$ cat src/logic/ihc_pkg.sv
`default_nettype none
package ihc_pkg;
  localparam int ADDR_W = 3;
  localparam int DATA_W = 8;
  localparam logic [ADDR_W-1:0] HOST_CONTROL_REG  = 3'h0;
  localparam logic [ADDR_W-1:0] PORT_STATUS_REG   = 3'h1;
  localparam logic [ADDR_W-1:0] BIT_RATE_RELOAD_REG = 3'h2;
  localparam logic [ADDR_W-1:0] SHIFT_BUFFER_REG  = 3'h3;
  localparam int CTL_START   = 0;
  localparam int CTL_RESTART = 1;
  localparam int CTL_STOP    = 2;
  localparam int CTL_ACK     = 3;
  localparam int CTL_ACKVAL  = 4;
  localparam int CTL_ENABLE  = 5;
  localparam int CTL_IRQEN   = 6;
  localparam int ST_FULL     = 0;
  localparam int ST_STARTSEEN = 1;
  localparam int ST_STOPSEEN = 2;
  localparam int ST_SPIRQ    = 3;
  localparam int ST_BCOLL    = 4;
  localparam int ST_WCOLL    = 5;
  localparam int ST_ACKSTAT  = 6;
  localparam logic [DATA_W-1:0] RELOAD_RST = 8'h09;
  localparam logic [DATA_W-1:0] RELOAD_MIN = 8'h03;
  localparam logic [3:0] LAST_BIT = 4'h8;
  typedef enum logic [3:0] {
    IDLE    = 4'h0,
    ST_CNT1 = 4'h1,
    ST_CNT2 = 4'h2,
    RS_CNT1 = 4'h3,
    RS_SCLH = 4'h4,
    RS_CNT2 = 4'h5,
    RS_CNT3 = 4'h6,
    SP_SDAL = 4'h7,
    SP_SCLH = 4'h8,
    SP_SDAH = 4'h9,
    SP_WAIT = 4'ha,
    AK_LOW  = 4'hb,
    AK_SCLH = 4'hc,
    TX_LOW  = 4'hd,
    TX_HIGH = 4'he
  } ihc_state_t;
  typedef struct packed {
    logic [ADDR_W-1:0] addr;
    logic [DATA_W-1:0] wdata;
    logic              wr;
    logic              rd;
  } ihc_req_t;
endpackage
`default_nettype wire

$ cat src/logic/ihc_host.sv
// What this block does
// - Ack go drives SCL low and puts the ack value on SDA.
// - Ack: wait a bit period, release SCL, wait high, bit period, SCL low.
// - Ack end clears ack go, stops counter, returns idle.
// - Buffer write during a sequence is dropped and sets write collision.
// - Stop go drives SDA low; once seen low, counter reloads and counts.
// - Stop timeout releases SCL, then SDA one bit period later.
// - SDA high with SCL high sets stop seen; later clear stop go, set irq.
// - Client portion keeps working in sleep and may wake via irq.
// - Reset disables the port and aborts any transfer.
// - Start seen and stop seen clear on reset or disable.
// - With irq enabled, a bus stop raises the serial irq.
// - Released SDA sampled low with SCL high sets collision, goes idle.
// - Collision in byte send halts shift, clears full, releases lines.
// - Collision in a sequence aborts it, releases lines, clears its go.
// - Buffer write after collision restarts from the first data bit.
// - Start aborts on lines low at start or SCL low with SDA high.
// - Start: early SDA fall restarts count; then SCL low at count end.
// - Restart: count, release SCL, sample SDA once high, low is collision.
// - Restart count: SDA fall fine; SCL fall before SDA driven is collision.
// - Restart timeout with both high drives SDA low, then SCL low.
// - Counter reloads twice per SCL period; reloads under three are clamped.
//
// Chosen here: the register offsets and strobed register access.
`timescale 1ns/10ps
`default_nettype none
module ihc_host (
  input  wire logic                       clk,
  input  wire logic                       rst_b,
  input  wire ihc_pkg::ihc_req_t          busReq,
  output logic [ihc_pkg::DATA_W-1:0]      rdData,
  input  wire logic                       sclIn,
  output logic                            sclOut,
  output logic                            sclOe,
  input  wire logic                       sdaIn,
  output logic                            sdaOut,
  output logic                            sdaOe,
  output logic                            portIrq
);
  ihc_pkg::ihc_state_t state_ff, nxt_state;
  logic [ihc_pkg::DATA_W-1:0] ctl_ff, nxt_ctl;
  logic [ihc_pkg::DATA_W-1:0] reload_ff;
  logic [ihc_pkg::DATA_W-1:0] shift_ff;
  logic [ihc_pkg::DATA_W-1:0] rdData_ff;
  logic [8:0]                 cnt_ff;
  logic [3:0]                 bitCnt_ff;
  logic sclS1_ff, sclS_ff, sdaS1_ff, sdaS_ff, sdaPrev_ff;
  logic sclLow_ff, nxt_sclLow, sdaLow_ff, nxt_sdaLow;
  logic full_ff, startSeen_ff, stopSeen_ff, spIrq_ff, bColl_ff, wColl_ff, ackStat_ff;
  logic irq_ff;
  logic cntLoad, seqDone, coll, txDone, ackSample;
  // Sampled bus lines, two flops each, plus a delayed SDA copy for edge detection
  always_ff @(posedge clk or negedge rst_b)
  begin
    if (!rst_b)
    begin
      sclS1_ff   <= 1'b1;
      sclS_ff    <= 1'b1;
      sdaS1_ff   <= 1'b1;
      sdaS_ff    <= 1'b1;
      sdaPrev_ff <= 1'b1;
    end
    else
    begin
      sclS1_ff   <= sclIn;
      sclS_ff    <= sclS1_ff;
      sdaS1_ff   <= sdaIn;
      sdaS_ff    <= sdaS1_ff;
      sdaPrev_ff <= sdaS_ff;
    end
  end
  wire portEn   = ctl_ff[ihc_pkg::CTL_ENABLE];
  wire ackVal   = ctl_ff[ihc_pkg::CTL_ACKVAL];
  wire idle     = (state_ff == ihc_pkg::IDLE);
  wire tick     = (cnt_ff == 9'h000);
  wire busStart = sclS_ff && sdaPrev_ff && !sdaS_ff;
  wire busStop  = sclS_ff && !sdaPrev_ff && sdaS_ff;
  wire wrCtl    = busReq.wr && (busReq.addr == ihc_pkg::HOST_CONTROL_REG);
  wire wrStat   = busReq.wr && (busReq.addr == ihc_pkg::PORT_STATUS_REG);
  wire wrRel    = busReq.wr && (busReq.addr == ihc_pkg::BIT_RATE_RELOAD_REG);
  wire wrBuf    = busReq.wr && (busReq.addr == ihc_pkg::SHIFT_BUFFER_REG);
  wire bufTake  = wrBuf && idle && portEn;
  wire bufRefuse = wrBuf && !(idle && portEn);
  wire [ihc_pkg::DATA_W-1:0] relEff = (reload_ff < ihc_pkg::RELOAD_MIN) ? ihc_pkg::RELOAD_MIN : reload_ff;
  // Two loads per SCL period, each worth two clocks per reload step
  wire [8:0] cntInit = {relEff, 1'b1};
  wire txBit    = (bitCnt_ff == ihc_pkg::LAST_BIT) ? 1'b1 : shift_ff[ihc_pkg::DATA_W-1];
  wire [ihc_pkg::DATA_W-1:0] goMask = 8'h0f;
  wire goAny    = |(ctl_ff & goMask);
  // Sequence engine
  always_comb
  begin
    nxt_state  = state_ff;
    nxt_sclLow = sclLow_ff;
    nxt_sdaLow = sdaLow_ff;
    cntLoad    = 1'b0;
    seqDone    = 1'b0;
    coll       = 1'b0;
    txDone     = 1'b0;
    ackSample  = 1'b0;
    unique case (state_ff)
      ihc_pkg::IDLE:
      begin
        if (bufTake)
        begin
          nxt_state  = ihc_pkg::TX_LOW;
          nxt_sclLow = 1'b1;
          cntLoad    = 1'b1;
        end
        else if (portEn && ctl_ff[ihc_pkg::CTL_START])
        begin
          if (!sdaS_ff || !sclS_ff)
            coll = 1'b1;
          else
          begin
            nxt_state = ihc_pkg::ST_CNT1;
            cntLoad   = 1'b1;
          end
        end
        else if (portEn && ctl_ff[ihc_pkg::CTL_RESTART])
        begin
          nxt_state  = ihc_pkg::RS_CNT1;
          nxt_sdaLow = 1'b0;
          cntLoad    = 1'b1;
        end
        else if (portEn && ctl_ff[ihc_pkg::CTL_STOP])
        begin
          nxt_state  = ihc_pkg::SP_SDAL;
          nxt_sdaLow = 1'b1;
          cntLoad    = 1'b1;
        end
        else if (portEn && ctl_ff[ihc_pkg::CTL_ACK])
        begin
          nxt_state  = ihc_pkg::AK_LOW;
          nxt_sclLow = 1'b1;
          nxt_sdaLow = !ackVal;
          cntLoad    = 1'b1;
        end
      end
      ihc_pkg::ST_CNT1:
      begin
        if (!sclS_ff && sdaS_ff)
          coll = 1'b1;
        else if (!sdaS_ff || tick)
        begin
          nxt_state  = ihc_pkg::ST_CNT2;
          nxt_sdaLow = 1'b1;
          cntLoad    = 1'b1;
        end
      end
      ihc_pkg::ST_CNT2:
      begin
        if (tick)
        begin
          nxt_sclLow = 1'b1;
          seqDone    = 1'b1;
        end
      end
      ihc_pkg::RS_CNT1:
      begin
        if (sdaS_ff && tick)
        begin
          nxt_state  = ihc_pkg::RS_SCLH;
          nxt_sclLow = 1'b0;
        end
      end
      ihc_pkg::RS_SCLH:
      begin
        if (sclS_ff && !sdaS_ff)
          coll = 1'b1;
        else if (sclS_ff)
        begin
          nxt_state = ihc_pkg::RS_CNT2;
          cntLoad   = 1'b1;
        end
      end
      ihc_pkg::RS_CNT2:
      begin
        // A foreign SDA fall here is tolerated, a foreign SCL fall is not
        if (!sclS_ff)
          coll = 1'b1;
        else if (tick)
        begin
          nxt_state  = ihc_pkg::RS_CNT3;
          nxt_sdaLow = 1'b1;
          cntLoad    = 1'b1;
        end
      end
      ihc_pkg::RS_CNT3:
      begin
        if (tick)
        begin
          nxt_sclLow = 1'b1;
          seqDone    = 1'b1;
        end
      end
      ihc_pkg::SP_SDAL:
      begin
        if (sdaS_ff)
          cntLoad = 1'b1;
        else if (tick)
        begin
          nxt_state  = ihc_pkg::SP_SCLH;
          nxt_sclLow = 1'b0;
          cntLoad    = 1'b1;
        end
      end
      ihc_pkg::SP_SCLH:
      begin
        if (!sclS_ff)
          cntLoad = 1'b1;
        else if (tick)
        begin
          nxt_state  = ihc_pkg::SP_SDAH;
          nxt_sdaLow = 1'b0;
          cntLoad    = 1'b1;
        end
      end
      ihc_pkg::SP_SDAH:
      begin
        if (sdaS_ff && sclS_ff)
        begin
          nxt_state = ihc_pkg::SP_WAIT;
          cntLoad   = 1'b1;
        end
        else if (tick)
          coll = 1'b1;
      end
      ihc_pkg::SP_WAIT:
      begin
        if (tick)
          seqDone = 1'b1;
      end
      ihc_pkg::AK_LOW:
      begin
        if (tick)
        begin
          nxt_state  = ihc_pkg::AK_SCLH;
          nxt_sclLow = 1'b0;
          cntLoad    = 1'b1;
        end
      end
      ihc_pkg::AK_SCLH:
      begin
        if (!sclS_ff)
          cntLoad = 1'b1;
        else if (ackVal && !sdaS_ff)
          coll = 1'b1;
        else if (tick)
        begin
          nxt_sclLow = 1'b1;
          seqDone    = 1'b1;
        end
      end
      ihc_pkg::TX_LOW:
      begin
        nxt_sdaLow = !txBit;
        if (tick)
        begin
          nxt_state  = ihc_pkg::TX_HIGH;
          nxt_sclLow = 1'b0;
          cntLoad    = 1'b1;
        end
      end
      ihc_pkg::TX_HIGH:
      begin
        if (!sclS_ff)
          cntLoad = 1'b1;
        else if ((bitCnt_ff != ihc_pkg::LAST_BIT) && txBit && !sdaS_ff)
          coll = 1'b1;
        else if (tick)
        begin
          nxt_sclLow = 1'b1;
          ackSample  = (bitCnt_ff == ihc_pkg::LAST_BIT);
          if (bitCnt_ff == ihc_pkg::LAST_BIT)
          begin
            nxt_state  = ihc_pkg::IDLE;
            nxt_sdaLow = 1'b0;
            txDone     = 1'b1;
          end
          else
          begin
            nxt_state = ihc_pkg::TX_LOW;
            cntLoad   = 1'b1;
          end
        end
      end
      default:
        coll = 1'b1;
    endcase
    if (seqDone)
      nxt_state = ihc_pkg::IDLE;
    if (coll)
    begin
      nxt_state  = ihc_pkg::IDLE;
      nxt_sclLow = 1'b0;
      nxt_sdaLow = 1'b0;
    end
    if (!portEn)
    begin
      nxt_state  = ihc_pkg::IDLE;
      nxt_sclLow = 1'b0;
      nxt_sdaLow = 1'b0;
    end
  end
  // Go bits: software sets them only while idle, hardware clears on end or collision
  always_comb
  begin
    nxt_ctl = ctl_ff;
    if (wrCtl)
    begin
      nxt_ctl[ihc_pkg::DATA_W-1:4] = busReq.wdata[ihc_pkg::DATA_W-1:4];
      if (idle && !goAny)
        nxt_ctl[3:0] = busReq.wdata[3:0];
    end
    if (seqDone || coll)
      nxt_ctl[3:0] = 4'h0;
  end
  always_ff @(posedge clk or negedge rst_b)
  begin
    if (!rst_b)
    begin
      state_ff  <= ihc_pkg::IDLE;
      ctl_ff    <= 8'h00;
      sclLow_ff <= 1'b0;
      sdaLow_ff <= 1'b0;
      cnt_ff    <= 9'h000;
    end
    else
    begin
      state_ff  <= nxt_state;
      ctl_ff    <= nxt_ctl;
      sclLow_ff <= nxt_sclLow;
      sdaLow_ff <= nxt_sdaLow;
      // Counter parks at zero in idle
      cnt_ff    <= cntLoad ? cntInit : (tick ? 9'h000 : cnt_ff - 9'h001);
    end
  end
  always_ff @(posedge clk or negedge rst_b)
  begin
    if (!rst_b)
    begin
      shift_ff  <= 8'h00;
      bitCnt_ff <= 4'h0;
      reload_ff <= ihc_pkg::RELOAD_RST;
    end
    else
    begin
      if (wrRel)
        reload_ff <= busReq.wdata;
      if (bufTake)
      begin
        shift_ff  <= busReq.wdata;
        bitCnt_ff <= 4'h0;
      end
      else if (state_ff == ihc_pkg::TX_HIGH && sclS_ff && tick && !coll)
      begin
        shift_ff  <= {shift_ff[ihc_pkg::DATA_W-2:0], 1'b0};
        bitCnt_ff <= bitCnt_ff + 4'h1;
      end
    end
  end
  // Status flags; a hardware set beats a same-cycle software clear
  wire clrSp = wrStat && busReq.wdata[ihc_pkg::ST_SPIRQ];
  wire clrBc = wrStat && busReq.wdata[ihc_pkg::ST_BCOLL];
  wire clrWc = wrStat && busReq.wdata[ihc_pkg::ST_WCOLL];
  wire setSp = seqDone || txDone || (busStop && ctl_ff[ihc_pkg::CTL_IRQEN]);
  wire emptyNow = (state_ff == ihc_pkg::TX_HIGH) && (bitCnt_ff == 4'h7) && tick && sclS_ff;
  wire [ihc_pkg::DATA_W-1:0] statWord = {1'b0, ackStat_ff, wColl_ff, bColl_ff, spIrq_ff,
                                         stopSeen_ff, startSeen_ff, full_ff};
  wire [ihc_pkg::DATA_W-1:0] rdMux =
    (busReq.addr == ihc_pkg::HOST_CONTROL_REG)    ? ctl_ff :
    (busReq.addr == ihc_pkg::PORT_STATUS_REG)     ? statWord :
    (busReq.addr == ihc_pkg::BIT_RATE_RELOAD_REG) ? reload_ff :
    (busReq.addr == ihc_pkg::SHIFT_BUFFER_REG)    ? shift_ff : 8'h00;
  always_ff @(posedge clk or negedge rst_b)
  begin
    if (!rst_b)
    begin
      full_ff      <= 1'b0;
      startSeen_ff <= 1'b0;
      stopSeen_ff  <= 1'b0;
      spIrq_ff     <= 1'b0;
      bColl_ff     <= 1'b0;
      wColl_ff     <= 1'b0;
      ackStat_ff   <= 1'b0;
      irq_ff       <= 1'b0;
      rdData_ff    <= 8'h00;
    end
    else
    begin
      full_ff      <= bufTake || (full_ff && !coll && !emptyNow && portEn);
      startSeen_ff <= portEn && (busStart || (startSeen_ff && !busStop));
      stopSeen_ff  <= portEn && (busStop || (stopSeen_ff && !busStart));
      spIrq_ff     <= setSp || (spIrq_ff && !clrSp);
      bColl_ff     <= coll || (bColl_ff && !clrBc);
      wColl_ff     <= bufRefuse || (wColl_ff && !clrWc);
      ackStat_ff   <= ackSample ? sdaS_ff : ackStat_ff;
      // Irq stays usable in sleep since the core clock keeps running
      irq_ff       <= ctl_ff[ihc_pkg::CTL_IRQEN] && (setSp || spIrq_ff || coll || bColl_ff);
      rdData_ff    <= busReq.rd ? rdMux : 8'h00;
    end
  end
  assign rdData  = rdData_ff;
  assign sclOut  = 1'b0;
  assign sdaOut  = 1'b0;
  assign sclOe   = sclLow_ff;
  assign sdaOe   = sdaLow_ff;
  assign portIrq = irq_ff;
  a_open_drain: assert property (@(posedge clk) disable iff (!rst_b) !sclOut && !sdaOut)
    else $error("line driven high");
  a_write_collision_flag_busy: assert property (@(posedge clk) disable iff (!rst_b)
    (wrBuf && !idle && (state_ff != ihc_pkg::TX_HIGH)) |=> (wColl_ff && $stable(shift_ff)))
    else $error("busy buffer write not refused");
  a_ack_present: assert property (@(posedge clk) disable iff (!rst_b)
    (state_ff == ihc_pkg::AK_LOW) |-> (sclLow_ff && (sdaLow_ff == !ackVal)))
    else $error("ack value not on bus");
  a_ack_finish: assert property (@(posedge clk) disable iff (!rst_b)
    (state_ff == ihc_pkg::AK_SCLH && seqDone) |=> (idle && !ctl_ff[ihc_pkg::CTL_ACK] && sclLow_ff && tick))
    else $error("ack end wrong");
  a_coll_release: assert property (@(posedge clk) disable iff (!rst_b)
    coll |=> (idle && !sclOe && !sdaOe && bColl_ff && (ctl_ff[3:0] == 4'h0) && !full_ff))
    else $error("collision not handled");
  a_start_abort: assert property (@(posedge clk) disable iff (!rst_b)
    (portEn && state_ff == ihc_pkg::ST_CNT1 && !sclS_ff && sdaS_ff) |=> (bColl_ff && idle))
    else $error("start collision missed");
  a_flags_disabled: assert property (@(posedge clk) disable iff (!rst_b)
    !portEn |=> (!startSeen_ff && !stopSeen_ff && idle))
    else $error("seen flags kept while disabled");
  a_stop_finish: assert property (@(posedge clk) disable iff (!rst_b)
    (portEn && state_ff == ihc_pkg::SP_WAIT && tick) |=> (spIrq_ff && !ctl_ff[ihc_pkg::CTL_STOP] && !sdaOe))
    else $error("stop end wrong");
  a_stop_seen: assert property (@(posedge clk) disable iff (!rst_b)
    (portEn && busStop) |=> stopSeen_ff ##0 (!startSeen_ff))
    else $error("bus stop not flagged");
  a_tx_restart: assert property (@(posedge clk) disable iff (!rst_b)
    bufTake |=> (bitCnt_ff == 4'h0 && full_ff && state_ff == ihc_pkg::TX_LOW))
    else $error("send not from first bit");
  c_ack_done:  cover property (@(posedge clk) state_ff == ihc_pkg::AK_SCLH && seqDone);
  c_stop_done: cover property (@(posedge clk) state_ff == ihc_pkg::SP_WAIT && seqDone);
  c_restart:   cover property (@(posedge clk) state_ff == ihc_pkg::RS_CNT3 && seqDone);
  c_tx_coll:   cover property (@(posedge clk) state_ff == ihc_pkg::TX_HIGH && coll);
endmodule
`default_nettype wire

$ cat config.mk
export PLATFORM = sky130hd
export DESIGN_NAME = ihc_host
export DESIGN_NICKNAME = d
export VERILOG_FILES = /design/src/logic/ihc_pkg.sv /design/src/logic/ihc_host.sv
export SDC_FILE = /design/constraint.sdc
export NUM_CORES = 1
export LEC_CHECK = 0
export ABC_AREA = 1
export BUFFER_PORTS_ARGS = -buffer_cell sky130_fd_sc_hd__buf_2
export CELL_PAD_IN_SITES_DETAIL_PLACEMENT = 0
export CELL_PAD_IN_SITES_GLOBAL_PLACEMENT = 1
export CORE_MARGIN = 4
export CORE_UTILIZATION = 48
export CTS_CLUSTER_SIZE = 8
export DETAILED_ROUTE_END_ITERATION = 10
export PLACE_DENSITY_LB_ADDON = 0.1
export SLEW_MARGIN = 5
export SYNTH_ARGS = -nofsm -noshare
export SYNTH_HDL_FRONTEND = slang
export SYNTH_SLANG_ARGS = --single-unit
$ cat constraint.sdc
create_clock -name clk -period 4.6 [get_ports clk]
set_input_delay 0.23 -clock clk [delete_from_list [all_inputs] [get_ports clk]]
set_output_delay 0.23 -clock clk [all_outputs]
set_load 0.005 [all_outputs]
==> impl_metrics.ini <==
[clock_tree]
clk_latency_ns = 0.34
clkTransAtPathRegs_ns = 0.07
cts_buffers = 9
cts.path.max_buffers = 2
cts-root-buf = clkbuf_8
htree_levels = 3
cts_tree = done
postCtsSetupBuffers = 0
cts_sinks = 64

[synthesis]
synthSimpleGateAreaFrac_pct = 36.5
synthCells = 535
synth_compound_area_share_pct = 12.6
ys_seq_area_share_pct = 40.5
syn_area_um2 = 3970
synth.area.mux_share_pct = 0.284
synth-xor-area-share_pct = 0.221
synth_top_family_by_area = simple AND/OR/NAND/NOR gates
synth_fa_ha_area_share_pct = 1.26
yosys.area.top_type = dfrtp_1
yosys-top-cells-area = dfrtp_1, nand2_1, nand3_1
ys_seq_elements = 64
synth.avg_cell_area_um2 = 7.42
ys_warn_count = 0
synth_top_area_share_pct = 35.9
synth.distinct_cells = 47

[worst_setup_path]
rrSetupSlack_ns = 2.07
end_kind = flip-flop
cp_slowest_stage_delay_ns = 0.47
cp.arrival_ns = 2.80
required_ns = 4.87
path_class = reg2reg
crit_path_cell_trace = nor2_2 > nand2_1 > nor2_2 > nand2_2 > nand3_2 > inv_1 > nor2_2 > nand3_1 > nor2_1 > nand3_1 > nand2_1
start_kind = flip-flop
critPathMaxFanout = 31
crit_top_cell = nor2_2
cp_slowest_cell = dfrtp_1

[pwr]
p_per_area_nw_per_um2 = 519
intPower_mw = 1.25
comb_power_share_pct = 42.7
p_leak_nw = 2.27
power.switching_mw = 1.02
swShare_pct = 44.8
fin_total_pwr_mw = 2.27
peakVddDrop_uv = 229
seqPwrFrac_pct = 38.4
clockPowerShare_pct = 18.9

[min_path]
hold_path.class = in2reg

[sta]
worst_pin_slew_ns = 0.643
slew_viol_final = 0
post-route-period-util_pct = 55.0
fmax_mhz = 396
slew_headroom_pct = 57.1
rsz0062_at_grt = no
fin_setup_tns_ns = 0
finalSetupViolCount = 0
hold_viol = 0
finClkSkew_ns = 0.0138
post-route-min-period_ns = 2.53

[final_layout]
layout.cells.non_filler = 674
layout.nets = 588
finish.utilization_pct = 55.5
fillers = 801
drive_gt1_share_pct = 18.5
layout_commonest_cell = nand2_1
final_cell_mix = nand2_1, nor2_1, inv_1
diodes = 0
area_growth_pct = 10.1

[routing]
ant_nets = 0
vias = 3753
wl_per_cell_um = 16.5
drt_iter0_markers = 208
drcViolationCount = 0
via_per_inst = 5.57
first_pass_iters = 5
wirelength_um = 11200

[global_route]
grt_max_degree = 52
grt_overflow = 0
first_global_vias = 3578
gr-usage-all-layers_pct = 23.6
antenna_found_initial = 0
grt_pass1_wl_um = 18300

[floorplanning]
core.rowCount = 32
ios = 30
die-area_um2 = 9790
start_util_pct = 50.3
die_w_um = 99.0
core-area_um2 = 7890
die_h_um = 99.0

[place]
gp_congestion = 0.936
hpwl_um = 8660
port_buffers = 27
place_inst = 655

[run_status]
outcome = completed

[flow_run]
drv_cap = 0
through the flow:
stage | hold WS, ns | area (um2) | setup slack (ns)
floorplan | -0.0656 | 3980 | 2.82
global placement | 0.162 | 4170 | 2.09
detailed placement | 0.161 | 4170 | 2.13
CTS | 0.164 | 4370 | 2.10
global route | 0.176 | 4370 | 1.80
finish | 0.172 | 4370 | 2.07
routing by layer:
| metal | share of wire (%) | vias up | global-route usage (%) |
|---|---|---|---|
| met5 | 0 | - | 0 |
| met4 | 1.9 | 0 | 7.14 |
| met3 | 6.6 | 19 | 3.82 |
| met2 | 46 | 130 | 36.1 |
| met1 | 45 | 1774 | 34.4 |
| li1 | - | 1830 | - |
area by class of cell:
cell class,count,area (um2),area share (%)
Clock buffer,10,128,2.92
Clock inverter,6,45.0,1.03
Inverter,68,263,6.01
Multi-Input combinational cell,393,2030,46.4
Sequential cell,64,1610,36.8
Tap cell,102,128,2.92
Timing Repair Buffer,31,173,3.95
synth_stat cells (all sizes together):
cell type	instances
nand3	56
clkbuf	3
o21bai	2
nand3b	3
a22oi	1
nand2	137
dfstp	7
o211ai	4
a22o	1
nand4	13
a31oi	2
dfrtp	57
clkinv	2
buf	8
o2111ai	1
a21o	1
o221ai	5
xor2	1
ha	4
o21ai	42
nor3b	1
nor4	1
or2	5
inv	66
nor3	9
conb	1
nor2	78
o31ai	1
a21oi	16
a221oi	6
mux2	1
registers in the layout, summed over array words and instances (netlist names), 4 cells and up:
register,count
cnt_ff,9
ctl_ff,8
rdData,8
reload_ff,8
shift_ff,8
bitCnt_ff,4
state_ff,4
timing repair:
| action | 4_1_cts | 5_1_grt |
|---|---|---|
| hold buffers | 3 | 0 |
| gates resized for setup | 0 | 0 |
| hold endpoints to repair | 14 | 0 |
worst max-delay path: cells and delay by family, from the launching register on:
family / cells / cell delay (ns)
simple gates: 10 / 1.92
flops: 1 / 0.47
buf+inv: 1 / 0.07
final timing paths:
| path | from | end | cells past startpoint |
|---|---|---|---|
| min in group asynchronous | rst_b | cnt_ff[6] | 2 |
| worst min-delay path | busReq[3] | shift_ff[1] | 3 |
| worst max register to register | state_ff[1] | sclOe | 11 |
| max in group asynchronous | rst_b | shift_ff[1] | 3 |
| worst max-delay path | state_ff[1] | sclOe | 11 |
| worst min register to register | sclS1_ff | sclS_ff | 0 |
cells by family after synthesis:
group,after synthesis
AOI/OAI and AO/OA,82
muxes,1
DFF,64
other,1
adders and majority gates,4
buffers and inverters,79
xor gates and xnor gates,1
and+or+nand+nor,303
power by group through the flow:
stage	clock network, mW	logic [mW]	registers [mW]
finish	0.429	0.968	0.872
global route	0.472	1.09	0.892
CTS	0.440	0.958	0.868
detailed placement	0	0.951	0.879
global placement	0	0.949	0.876
floorplan	0	0.752	0.817
(Power assumes the default switching activity.)
